<file path="config.mk">
export PLATFORM = sky130hd
export DESIGN_NAME = gps_port
export DESIGN_NICKNAME = d
export VERILOG_FILES = /design/src/core/gps_pad_ctl.v /design/src/core/gps_port.v
export VERILOG_INCLUDE_DIRS = /design/src /design/src/inc
export SDC_FILE = /design/constraint.sdc
export NUM_CORES = 1
export LEC_CHECK = 0
export BUFFER_PORTS_ARGS = -buffer_cell sky130_fd_sc_hd__clkbuf_2
export CAP_MARGIN = 20
export CORE_ASPECT_RATIO = 1.1
export CORE_MARGIN = 1
export CORE_UTILIZATION = 40
export CTS_CLUSTER_SIZE = 24
export DETAILED_ROUTE_END_ITERATION = 12
export PLACE_DENSITY = 0.66
export REMOVE_ABC_BUFFERS = 1
export SLEW_MARGIN = 20
export SYNTH_ARGS = -nofsm -noshare
export SYNTH_HDL_FRONTEND = slang
export SYNTH_HIERARCHICAL = 1
export SYNTH_SLANG_ARGS = --single-unit
export TNS_END_PERCENT = 50
</file>
<file path="constraint.sdc">
create_clock -name ref_clk -period 1.3 [get_ports ref_clk]
set_input_delay 0.13 -clock ref_clk [delete_from_list [all_inputs] [get_ports ref_clk]]
set_output_delay 0.13 -clock ref_clk [all_outputs]
set_load 0.02 [all_outputs]
</file>
<file path="src/inc/gps_consts.vh">
// Purpose: Shared constants for the general I/O port block with segment sharing
// Assumes: Byte-wide register port, one 100 MHz clock
// Notes:   Offsets are register indices on the plain register port
`ifndef GPS_CONSTS_VH
`define GPS_CONSTS_VH

// Register port geometry
`define GPS_ADDR_W          4
`define GPS_DATA_W          8
`define GPS_PIN_W           4

// Register offsets
`define GPS_OFS_P2_LATCH    4'h0
`define GPS_OFS_P2_DIR      4'h1
`define GPS_OFS_P2_PULL     4'h2
`define GPS_OFS_P4_LATCH    4'h3
`define GPS_OFS_P4_DIR      4'h4
`define GPS_OFS_STBY_CTL    4'h5
`define GPS_OFS_CMP_CTL     4'h6
`define GPS_OFS_SEG_SEL     4'h7
`define GPS_OFS_LCD_EN1     4'h8

// Reset values
`define GPS_RST_LATCH       4'h0
`define GPS_RST_DIR         4'h0
`define GPS_RST_PULL        4'h0
`define GPS_RST_SEG_SEL     4'h0
`define GPS_RST_BIT         1'b0
`define GPS_RST_CMP_DIS     1'b1
`define GPS_RST_CMP_EN      2'b00
`define GPS_RST_RDATA       8'h00

// Field positions
`define GPS_FLD_LOW         3:0
`define GPS_BIT_SPL         0
`define GPS_BIT_CMP_DIS     0
`define GPS_BIT_PORT_INPUT_CONTROL_BIT_EN    0

// Filler for unimplemented upper bits
`define GPS_ZERO_HI         4'h0
`define GPS_ZERO_BYTE       8'h00
`define GPS_ZERO_HI7        7'h00

`endif

</file>
<file path="src/core/gps_pad_ctl.v">
// Purpose: Registered pad control for one four-pin port
// Assumes: Pin inputs synchronous to ref_clk
// Notes:   All outputs come from flip-flops, one cycle after their cause
`timescale 1ns/1ps
module gps_pad_ctl #(
  parameter W = 4
) (
  input  wire         ref_clk,
  input  wire         rst,
  input  wire         force_hiz,
  input  wire [W-1:0] dir,
  input  wire [W-1:0] latch,
  input  wire [W-1:0] alt_oe,
  input  wire [W-1:0] alt_out,
  input  wire [W-1:0] pull_sel,
  input  wire [W-1:0] in_en,
  input  wire [W-1:0] pin_in,
  output reg  [W-1:0] pin_out_q,
  output reg  [W-1:0] pin_oe_q,
  output reg  [W-1:0] pull_en_q,
  output reg  [W-1:0] in_gated_q
);

  reg [W-1:0] oe_d;
  reg [W-1:0] out_d;
  reg [W-1:0] pull_d;

  //////////////////////////////////////////////////////////////////////////
  // Drive selection: peripheral first, then port direction
  always @* begin
    out_d = (alt_oe & alt_out) | (~alt_oe & latch);
    oe_d  = alt_oe | dir;
    if (force_hiz) begin
      oe_d = {W{1'b0}};
    end
    // Pull-up drops out wherever the pad drives low
    pull_d = pull_sel & ~(oe_d & ~out_d);
  end

  //////////////////////////////////////////////////////////////////////////
  // Pad flops; input path held low while blocked
  always @(posedge ref_clk) begin
    if (rst) begin
      pin_out_q  <= {W{1'b0}};
      pin_oe_q   <= {W{1'b0}};
      pull_en_q  <= {W{1'b0}};
      in_gated_q <= {W{1'b0}};
    end else begin
      pin_out_q  <= out_d;
      pin_oe_q   <= oe_d;
      pull_en_q  <= pull_d;
      in_gated_q <= force_hiz ? {W{1'b0}} : (pin_in & in_en);
    end
  end

endmodule

</file>
<file path="src/core/gps_port.v">
// Purpose: Two four-pin general I/O ports, one shared with comparator/peripherals,
//          one shared with LCD segment outputs
// Assumes: Synchronous active-high reset, byte register port, reads answered next cycle
// Notes:   Upper four bits of every port register are unimplemented and read zero
//
// Notes on behaviour
// - Direction bit 1 makes the pin an output driving its data latch.
// - Direction bit 0 makes the pin an input; latch is not driven.
// - Output pin level equals its data latch bit.
// - Data writes always update the latch; only outputs show it at once.
// - Data reads of output pins return the latch.
// - Input pins read the pin level, but read-modify-write reads return the latch.
// - Enabled peripheral output drives pin; reads give pin, read-modify-write latch.
// - Reads give pin level even when a peripheral uses it as input.
// - Reset clears all direction bits so every pin is an input; first-port pins still drive wherever p2_periph_oe is set.
// - Standby bit 1 in stop/watch forces high impedance, input blocked low.
// - Standby bit 0 leaves pin state and output level unchanged in stop/watch.
// - Pull-up select 1 connects pull-up, except while the pin drives low.
// - Comparator input enabled when its disable bit is 0, disabled when 1.
// - First port register bits 0..3 map to pins 0..3; upper bits unimplemented.
// - Segment port bits 0..3 map to pins 0..3; upper bits unimplemented.
`timescale 1ns/1ps
`include "gps_consts.vh"
module gps_port #(
  parameter PW = `GPS_PIN_W
) (
  input  wire                   ref_clk,
  input  wire                   rst,
  // Register port
  input  wire [`GPS_ADDR_W-1:0] reg_addr,
  input  wire [`GPS_DATA_W-1:0] reg_wdata,
  input  wire                   reg_wr,
  input  wire                   reg_rd,
  input  wire                   reg_rmw,
  output reg  [`GPS_DATA_W-1:0] reg_rdata_q,
  // Chip standby state: stop or watch mode active
  input  wire                   standby_active,
  // First port pins and shared peripherals
  input  wire [PW-1:0]          p2_pin_in,
  output wire [PW-1:0]          p2_pin_out,
  output wire [PW-1:0]          p2_pin_oe,
  output wire [PW-1:0]          p2_pullup_en,
  input  wire [PW-1:0]          p2_periph_oe,
  input  wire [PW-1:0]          p2_periph_out,
  output wire [PW-1:0]          p2_periph_in,
  output reg  [1:0]             cmp_input_en_q,
  // Segment-shared port pins
  input  wire [PW-1:0]          p4_pin_in,
  output wire [PW-1:0]          p4_pin_out,
  output wire [PW-1:0]          p4_pin_oe,
  output wire [PW-1:0]          p4_periph_in,
  input  wire [PW-1:0]          lcd_seg_drive,
  input  wire [PW-1:0]          lcd_seg_level,
  output reg  [PW-1:0]          p4_seg_mode_q
);

  //////////////////////////////////////////////////////////////////////////
  // Register state
  reg  [PW-1:0] p2_latch_q;
  reg  [PW-1:0] p2_dir_q;
  reg  [PW-1:0] p2_pull_q;
  reg  [PW-1:0] p4_latch_q;
  reg  [PW-1:0] p4_dir_q;
  reg  [PW-1:0] seg_sel_q;
  reg           spl_q;
  reg           cmp_dis_q;
  reg           port_input_control_bit_q;

  reg  [`GPS_DATA_W-1:0] rdata_d;
  wire                   force_hiz;
  wire [PW-1:0]          p4_port_en;
  wire [PW-1:0]          p4_alt_oe;
  wire [PW-1:0]          p2_in_en;

  //////////////////////////////////////////////////////////////////////////
  // Helper: pin value seen by a data read
  function [PW-1:0] port_read;
    input [PW-1:0] latch;
    input [PW-1:0] dir;
    input [PW-1:0] alt_oe;
    input [PW-1:0] pin;
    input          read_modify_write_access;
    begin
      if (read_modify_write_access) begin
        port_read = latch;
      end else begin
        // Output pins read the latch, unless a peripheral owns the drive
        port_read = (dir & ~alt_oe & latch) | (~(dir & ~alt_oe) & pin);
      end
    end
  endfunction

  // Helper: widen a four-bit field to a byte, upper bits zero
  function [`GPS_DATA_W-1:0] to_byte;
    input [PW-1:0] v;
    begin
      to_byte = {`GPS_ZERO_HI, v};
    end
  endfunction

  //////////////////////////////////////////////////////////////////////////
  // Register writes; upper data bits are dropped
  always @(posedge ref_clk) begin
    if (rst) begin
      p2_latch_q <= `GPS_RST_LATCH;
      p2_dir_q   <= `GPS_RST_DIR;
      p2_pull_q  <= `GPS_RST_PULL;
      p4_latch_q <= `GPS_RST_LATCH;
      p4_dir_q   <= `GPS_RST_DIR;
      seg_sel_q  <= `GPS_RST_SEG_SEL;
      spl_q      <= `GPS_RST_BIT;
      cmp_dis_q  <= `GPS_RST_CMP_DIS;
      port_input_control_bit_q    <= `GPS_RST_BIT;
    end else if (reg_wr) begin
      case (reg_addr)
        `GPS_OFS_P2_LATCH: begin
          p2_latch_q <= reg_wdata[`GPS_FLD_LOW];
        end
        `GPS_OFS_P2_DIR: begin
          p2_dir_q <= reg_wdata[`GPS_FLD_LOW];
        end
        `GPS_OFS_P2_PULL: begin
          p2_pull_q <= reg_wdata[`GPS_FLD_LOW];
        end
        `GPS_OFS_P4_LATCH: begin
          p4_latch_q <= reg_wdata[`GPS_FLD_LOW];
        end
        `GPS_OFS_P4_DIR: begin
          p4_dir_q <= reg_wdata[`GPS_FLD_LOW];
        end
        `GPS_OFS_STBY_CTL: begin
          spl_q <= reg_wdata[`GPS_BIT_SPL];
        end
        `GPS_OFS_CMP_CTL: begin
          cmp_dis_q <= reg_wdata[`GPS_BIT_CMP_DIS];
        end
        `GPS_OFS_SEG_SEL: begin
          seg_sel_q <= reg_wdata[`GPS_FLD_LOW];
        end
        `GPS_OFS_LCD_EN1: begin
          port_input_control_bit_q <= reg_wdata[`GPS_BIT_PORT_INPUT_CONTROL_BIT_EN];
        end
        default: begin
          p2_latch_q <= p2_latch_q;
        end
      endcase
    end
  end

  // Blocked input reads low in forced standby, like the peripheral path
  function [PW-1:0] p2_periph_in_raw;
    input [PW-1:0] pin;
    begin
      p2_periph_in_raw = force_hiz ? {PW{1'b0}} : pin;
    end
  endfunction

  //////////////////////////////////////////////////////////////////////////
  // Read mux; the qualifier picks latch over pin on data registers
  always @* begin
    rdata_d = `GPS_ZERO_BYTE;
    case (reg_addr)
      `GPS_OFS_P2_LATCH: begin
        rdata_d = to_byte(port_read(p2_latch_q, p2_dir_q, p2_periph_oe,
                                    p2_periph_in_raw(p2_pin_in), reg_rmw));
      end
      `GPS_OFS_P2_DIR: begin
        rdata_d = to_byte(p2_dir_q);
      end
      `GPS_OFS_P2_PULL: begin
        rdata_d = to_byte(p2_pull_q);
      end
      `GPS_OFS_P4_LATCH: begin
        rdata_d = to_byte(port_read(p4_latch_q, p4_dir_q, p4_alt_oe,
                                    p4_pin_in & p4_port_en & {PW{~force_hiz}},
                                    reg_rmw));
      end
      `GPS_OFS_P4_DIR: begin
        rdata_d = to_byte(p4_dir_q);
      end
      `GPS_OFS_STBY_CTL: begin
        rdata_d = {`GPS_ZERO_HI7, spl_q};
      end
      `GPS_OFS_CMP_CTL: begin
        rdata_d = {`GPS_ZERO_HI7, cmp_dis_q};
      end
      `GPS_OFS_SEG_SEL: begin
        rdata_d = to_byte(seg_sel_q);
      end
      `GPS_OFS_LCD_EN1: begin
        rdata_d = {`GPS_ZERO_HI7, port_input_control_bit_q};
      end
      default: begin
        rdata_d = `GPS_ZERO_BYTE;                               // Unmapped reads zero
      end
    endcase
  end

  //////////////////////////////////////////////////////////////////////////
  // Read data stands only in the cycle after the strobe
  always @(posedge ref_clk) begin
    if (rst) begin
      reg_rdata_q <= `GPS_RST_RDATA;
    end else if (reg_rd) begin
      reg_rdata_q <= rdata_d;
    end else begin
      reg_rdata_q <= `GPS_RST_RDATA;
    end
  end

  //////////////////////////////////////////////////////////////////////////
  // Standby forcing; with the bit clear the pads keep their state
  assign force_hiz = spl_q & standby_active;

  // Segment sharing: port input control opens the selected function
  assign p4_port_en = {PW{port_input_control_bit_q}} & ~seg_sel_q;
  assign p4_alt_oe  = {PW{port_input_control_bit_q}} & seg_sel_q & lcd_seg_drive;
  assign p2_in_en   = {PW{1'b1}};

  //////////////////////////////////////////////////////////////////////////
  // Comparator input gate, independent of data and direction
  always @(posedge ref_clk) begin
    if (rst) begin
      cmp_input_en_q <= `GPS_RST_CMP_EN;
      p4_seg_mode_q  <= `GPS_RST_SEG_SEL;
    end else begin
      cmp_input_en_q <= {2{~cmp_dis_q}};
      p4_seg_mode_q  <= {PW{port_input_control_bit_q}} & seg_sel_q;
    end
  end

  //////////////////////////////////////////////////////////////////////////
  // First port pads, with pull-ups and shared peripheral drive
  gps_pad_ctl #(
    .W (PW)
  ) u_p2_pads (
    .ref_clk    (ref_clk),
    .rst        (rst),
    .force_hiz  (force_hiz),
    .dir        (p2_dir_q),
    .latch      (p2_latch_q),
    .alt_oe     (p2_periph_oe),
    .alt_out    (p2_periph_out),
    .pull_sel   (p2_pull_q),
    .in_en      (p2_in_en),
    .pin_in     (p2_pin_in),
    .pin_out_q  (p2_pin_out),
    .pin_oe_q   (p2_pin_oe),
    .pull_en_q  (p2_pullup_en),
    .in_gated_q (p2_periph_in)
  );

  // Segment port pads; no pull-up on this port, direction only while port-owned
  gps_pad_ctl #(
    .W (PW)
  ) u_p4_pads (
    .ref_clk    (ref_clk),
    .rst        (rst),
    .force_hiz  (force_hiz),
    .dir        (p4_dir_q & p4_port_en),
    .latch      (p4_latch_q),
    .alt_oe     (p4_alt_oe),
    .alt_out    (lcd_seg_level),
    .pull_sel   ({PW{1'b0}}),
    .in_en      (p4_port_en),
    .pin_in     (p4_pin_in),
    .pin_out_q  (p4_pin_out),
    .pin_oe_q   (p4_pin_oe),
    .pull_en_q  (),
    .in_gated_q (p4_periph_in)
  );

endmodule

</file>
**After elaboration in Yosys (flattened, before gate mapping)**

Index checks and enable logic that the tools add are counted.

- $mul: 0
- Bitwise operators: 35
- Shift-type cells: 0
- Order comparisons: 0
- Muxes and demuxes: 5
- Add/subtract/negate cells: 0
- Reductions and logical operators: 12
- Divide/modulo/power cells: 0
- Equal/unequal tests: 8

Operators by type and width:

| kind | number |
|---|---|
| AND 4 bit | 18 |
| case mux 4 bit (9 select lines) | 1 |
| inverter 4 bit | 7 |
| OR 4 bit | 6 |
| AND reduction 2 bit | 9 |
| equality test 4 x 3 -> 1 bit (second input constant) | 4 |
| 2-to-1 mux 4 bit | 4 |
| equality test 4 x 2 -> 1 bit (second input constant) | 2 |
| equality test 4 x 1 -> 1 bit (second input constant) | 1 |
| equality test 4 bit (second input constant) | 1 |
| logical NOT 4 bit | 1 |
| OR reduction 2 bit | 2 |
| inverter 1 bit | 3 |
| AND 1 bit | 1 |

- Output and inout port bits: 42
- Bits in read-only memories: 0
- Bits in writable memories: 0
- Memories kept: 0
- Register bits: 68
- Bits of input ports: 42
- Bits in latches: 0
- Logic and storage cells: 79

**Longest topological paths before layout**

- Depth after elaboration: 9
- Gate-level depth with buffers: 6
- Depth with buffers taken out: 4

**Hierarchy**

The synthesis kept the hierarchy.

Modules (own cells, without submodules):

| module | cells each | area an instance (um2) | times used | sequential area each (um2) |
|---|---|---|---|---|
| gps_port | 240 | 2000.7 | 1 | 720.7 |
| gps_pad_ctl | 48 | 561.8 | 2 | 320.3 |

**Worst setup path before layout**

Ideal clock, no wire load.

- Kind: register to register
- From: register port_input_control_bit_q
- To: register reg_rdata_q[0]
- Path slack: 66 ps
- Buffers on the path: 1
- Period minus slack after synthesis: 1234 ps
- Library setup time: 81 ps
- Arrival: 1153 ps
- Data required time: 1219 ps
- Stages on the path, launching flop included: 6
- Path through: dfxtp_1 > buf_4 > nand3_1 > a2111oi_0 > o21ai_0 > a41oi_1

- Longest elaborated chain between the ends: 9
- Elaborated cells between the ends (all ways): 13
- Classes of those cells: 2 x mux; 11 x bitwise

Ends and longest elaborated chain:

| element | RTL line | text |
|---|---|---|
| from (decl) | gps_port.v:67 | `reg port_input_control_bit_q;` |
| from (signal assigned) | gps_port.v:113 | `` port_input_control_bit_q <= `GPS_RST_BIT; `` |
| from (signal assigned) | gps_port.v:141 | `` port_input_control_bit_q <= reg_wdata[`GPS_BIT_PORT_INPUT_CONTROL_BIT_EN]; `` |
| AND 4 bit (2 in a row) | gps_port.v:217 | `assign p4_alt_oe = {PW{port_input_control_bit_q}} & seg_sel_q & lcd_seg_drive;` |
| inverter 4 bit | gps_port.v:88 | `port_read = (dir & ~alt_oe & latch) \| (~(dir & ~alt_oe) & pin);` |
| AND 4 bit | gps_port.v:88 |  |
| inverter 4 bit | gps_port.v:88 |  |
| AND 4 bit | gps_port.v:88 |  |
| OR 4 bit | gps_port.v:88 |  |
| 2-to-1 mux 4 bit | gps_port.v:84 | `if (read_modify_write_access) begin` |
| case mux 4 bit (9 select lines) * | gps_port.v:162 | `case (reg_addr)` |
| to (signal assigned) | gps_port.v:203 | `` reg_rdata_q <= `GPS_RST_RDATA; `` |
| to (signal assigned) | gps_port.v:205 | `reg_rdata_q <= rdata_d;` |
| to (signal assigned) | gps_port.v:207 | `` reg_rdata_q <= `GPS_RST_RDATA; `` |
| to (decl) | gps_port.v:35 | `` output reg [`GPS_DATA_W-1:0] reg_rdata_q, `` |

Every way passes the cells marked *; elsewhere a longest branch is shown, timed or not.
A chain may end at the register's enable or synchronous reset.

**Worst setup path after layout**

- From: register spl_q
- To: register reg_rdata_q[1]

- Longest elaborated chain between the ends: 7
- Elaborated cells between the ends (all ways): 11
- Classes of those cells: 4 x mux; 7 x bitwise

Ends and longest elaborated chain:

| element | RTL line | text |
|---|---|---|
| from (decl) | gps_port.v:65 | `reg spl_q;` |
| from (signal assigned) | gps_port.v:111 | `` spl_q <= `GPS_RST_BIT; `` |
| from (signal assigned) | gps_port.v:132 | `` spl_q <= reg_wdata[`GPS_BIT_SPL]; `` |
| AND 1 bit * | gps_port.v:213 | `assign force_hiz = spl_q & standby_active;` |
| inverter 1 bit | gps_port.v:175 | `p4_pin_in & p4_port_en & {PW{~force_hiz}},` |
| AND 4 bit | gps_port.v:175 |  |
| AND 4 bit | gps_port.v:88 |  |
| OR 4 bit | gps_port.v:88 |  |
| 2-to-1 mux 4 bit | gps_port.v:84 |  |
| case mux 4 bit (9 select lines) * | gps_port.v:162 |  |

Marked as above.

==> flow_metrics.tcl <==
set metrics [dict create \
    drt_iter0_drc 107 \
    worst_setup_path_end_kind "flip-flop" \
    cts.sinks 64 \
    areaGrowthSynthToFinish_pct 31.5 \
    port-buffer-count 75 \
    antenna_violating_nets_post_route 0 \
    io_pins 84 \
    dp_hpwl_mm 5.51 \
    detail_route.drc_violations 0 \
    clkSlewWorstSetupHoldPaths_ps 70 \
    floorplan.die_area_um2 7680 \
    worst_slew_pin_slew_ps 560 \
    finish.net_count 467 \
    crit_chain "and2_4, buf_12, nor4b_1, o21ai_1, a31oi_1" \
    total_power_w 0.00414 \
    worst_path_max_delay_cell "sky130_fd_sc_hd__dfxtp_1" \
    core.rowCount 32 \
    grt_antenna_before_repair 0 \
    grt_first_pass_wirelength_mm 11.8 \
    drive_above_1_share_pct 34.2 \
    crit_path_start_kind "flip-flop" \
    clk_path_buf_depth 2 \
    run_status "complete, no violations" \
    min_period_over_period_pct 98.5 \
    final-max-slew-violation-count 0 \
    cts_htree_levels 3 \
    syn-mean-instance-area_um2 9.19 \
    route.vias.total 2636 \
    finalCriticalPeriod_ps 1280 \
    die_x_extent_um 83.6 \
    timing.final.setup_violations 0 \
    route.final.wire_length_mm 7.37 \
    route.detailed.vias_per_inst 5.12 \
    average_wire_per_cell_in_the_routed_design_um 14.3 \
    cts_inserted_buffers 9 \
    clk_latency_ps 350 \
    power.density_nw_per_um2 1070 \
    dp_slack_ps -125 \
    worst_ir_drop_vdd_v 0.000777 \
    cp.required_ps 1570 \
    postLayoutSetupSlackWorst_ps 19.7 \
    maxClockFrequency_mhz 781 \
    gp_routability_congestion 0.863 \
    core_area_um2 7050 \
    grt_overflow_total 0 \
    die_height_um 91.8 \
    antenna-diode-count 0 \
    cts_hold_repair.buffers 0 \
    skew_ps 9.32 \
    first_pass_iters 4 \
    worst_slew_margin_relative_to_its_limit_pct 62.3 \
    max-cap-violations 0 \
    hold_violations 0 \
    initial_core_util_pct 41.6 \
    max_stage_delay_ps 310 \
    fin_tns_setup_ps 0 \
    power.leakage_nw 1.77 \
    mappedNetlistArea_um2 2930 \
    grt_pass1_vias 2526 \
    synthCells 319 \
    synthesis.yosys.warnings 6 \
    critPathMaxFanout 12 \
    hold_class "in -> reg" \
    cts_tree "yes" \
    grt_start_max_net_pins 17 \
    clock-root-buffer "sky130_fd_sc_hd__clkbuf_8" \
    grt.total_usage_pct 19.7 \
    rsz0062_at_grt "true" \
    setup.worst_path.class "reg -> reg" \
    critPathArrivalTime_ps 1550 \
]
[metal layers]
| layer | global-route usage [%] | part of all wire, % | vias to the layer above | wire length, um |
|---|---|---|---|---|
| met4 | 9.32 | 1.9 | 0 | 138 |
| met1 | 22.7 | 43 | 1235 | 3180 |
| met5 | 0 | 0 | - | 0 |
| li1 | - | - | 1330 | - |
| met2 | 33.7 | 51 | 60 | 3750 |
| met3 | 5.13 | 4.0 | 11 | 297 |
[per-stage QoR]
stage | util [%] | cell area (um^2) | hold WS [ps] | std cells
after detailed placement | 51.0 | 3600 | 374 | 499
after global routing | 54.7 | 3860 | 27.0 | 515
final | 54.7 | 3860 | 23.9 | 515
after floorplan | - | 2790 | 197 | 297
after CTS | 54.5 | 3840 | 16.5 | 515
after global placement | 51.0 | 3600 | 372 | 499
[worst max-delay path, delay by kind of cell, from the launching register on]
kind	cells	cell delay, ps
flops	1	310
compound gates	2	250
simple gates	2	480
buf+inv	1	150
[sequential cells by signal (all words and copies together) (netlist names), 4 cells and up]
register / flops
u_p4_pads/pin_out_q: 4
u_p4_pads/pin_oe_q: 4
p4_dir_q: 4
p2_pull_q: 4
seg_sel_q: 4
p2_dir_q: 4
p2_latch_q: 4
u_p2_pads/pin_oe_q: 4
u_p4_pads/in_gated_q: 4
p4_seg_mode_q: 4
p4_latch_q: 4
reg_rdata_q: 4
u_p2_pads/pull_en_q: 4
u_p2_pads/pin_out_q: 4
u_p2_pads/in_gated_q: 4
[final timing paths]
kind                                       start                endpoint  slack [ps]  cells after the start
worst max-delay path                       spl_q          reg_rdata_q[1]          20                      5
worst min-delay path            lcd_seg_level[2]  u_p4_pads/pin_out_q[2]          20                      3
worst max register to register             spl_q          reg_rdata_q[1]          20                      5
worst min register to register         cmp_dis_q       cmp_input_en_q[0]         440                      1
[what timing repair did]
action	CTS	global route
endpoints found under the hold margin	0	0
pin swaps	4	3
resized for setup	13	4
setup endpoints to repair	5	5
buffers inserted	0	0
[power by group]
part | total (W) | internal [W] | switching [W]
sequential | 0.00201 | 0.00199 | 0.0000158
combinational | 0.000403 | 0.000168 | 0.000235
clock | 0.00173 | 0.000985 | 0.000744
[layout make-up]
type | instances | area (um^2)
Multi-Input combinational cell | 226 | 1540
Tap cell | 85 | 106
Fill cell | 662 | 3190
Timing Repair Buffer | 117 | 703
Sequential cell | 64 | 1280
Inverter | 7 | 26.3
Clock buffer | 13 | 159
Clock inverter | 3 | 40.0
[cells in the final DEF, fill, tap and decap left out, drive strengths merged, types with 2 or more instances in the layout]
cell and n:
a31oi 5, o211a 4, dfxtp 64, nor3 2, o21a 12, inv 7
a21oi 12, nor2 29, a2111oi 5, nand3b 8, nand4b 4, o21ai 15
nor4b 11, and2 9, conb 8, clkbuf 88, buf 42, clkinv 2
nand2b 3, nand3 19, nand2 16, mux2i 24, and3 8, nor3b 6
nor2b 13
No activity file was read; power rests on OpenSTA's default activity.
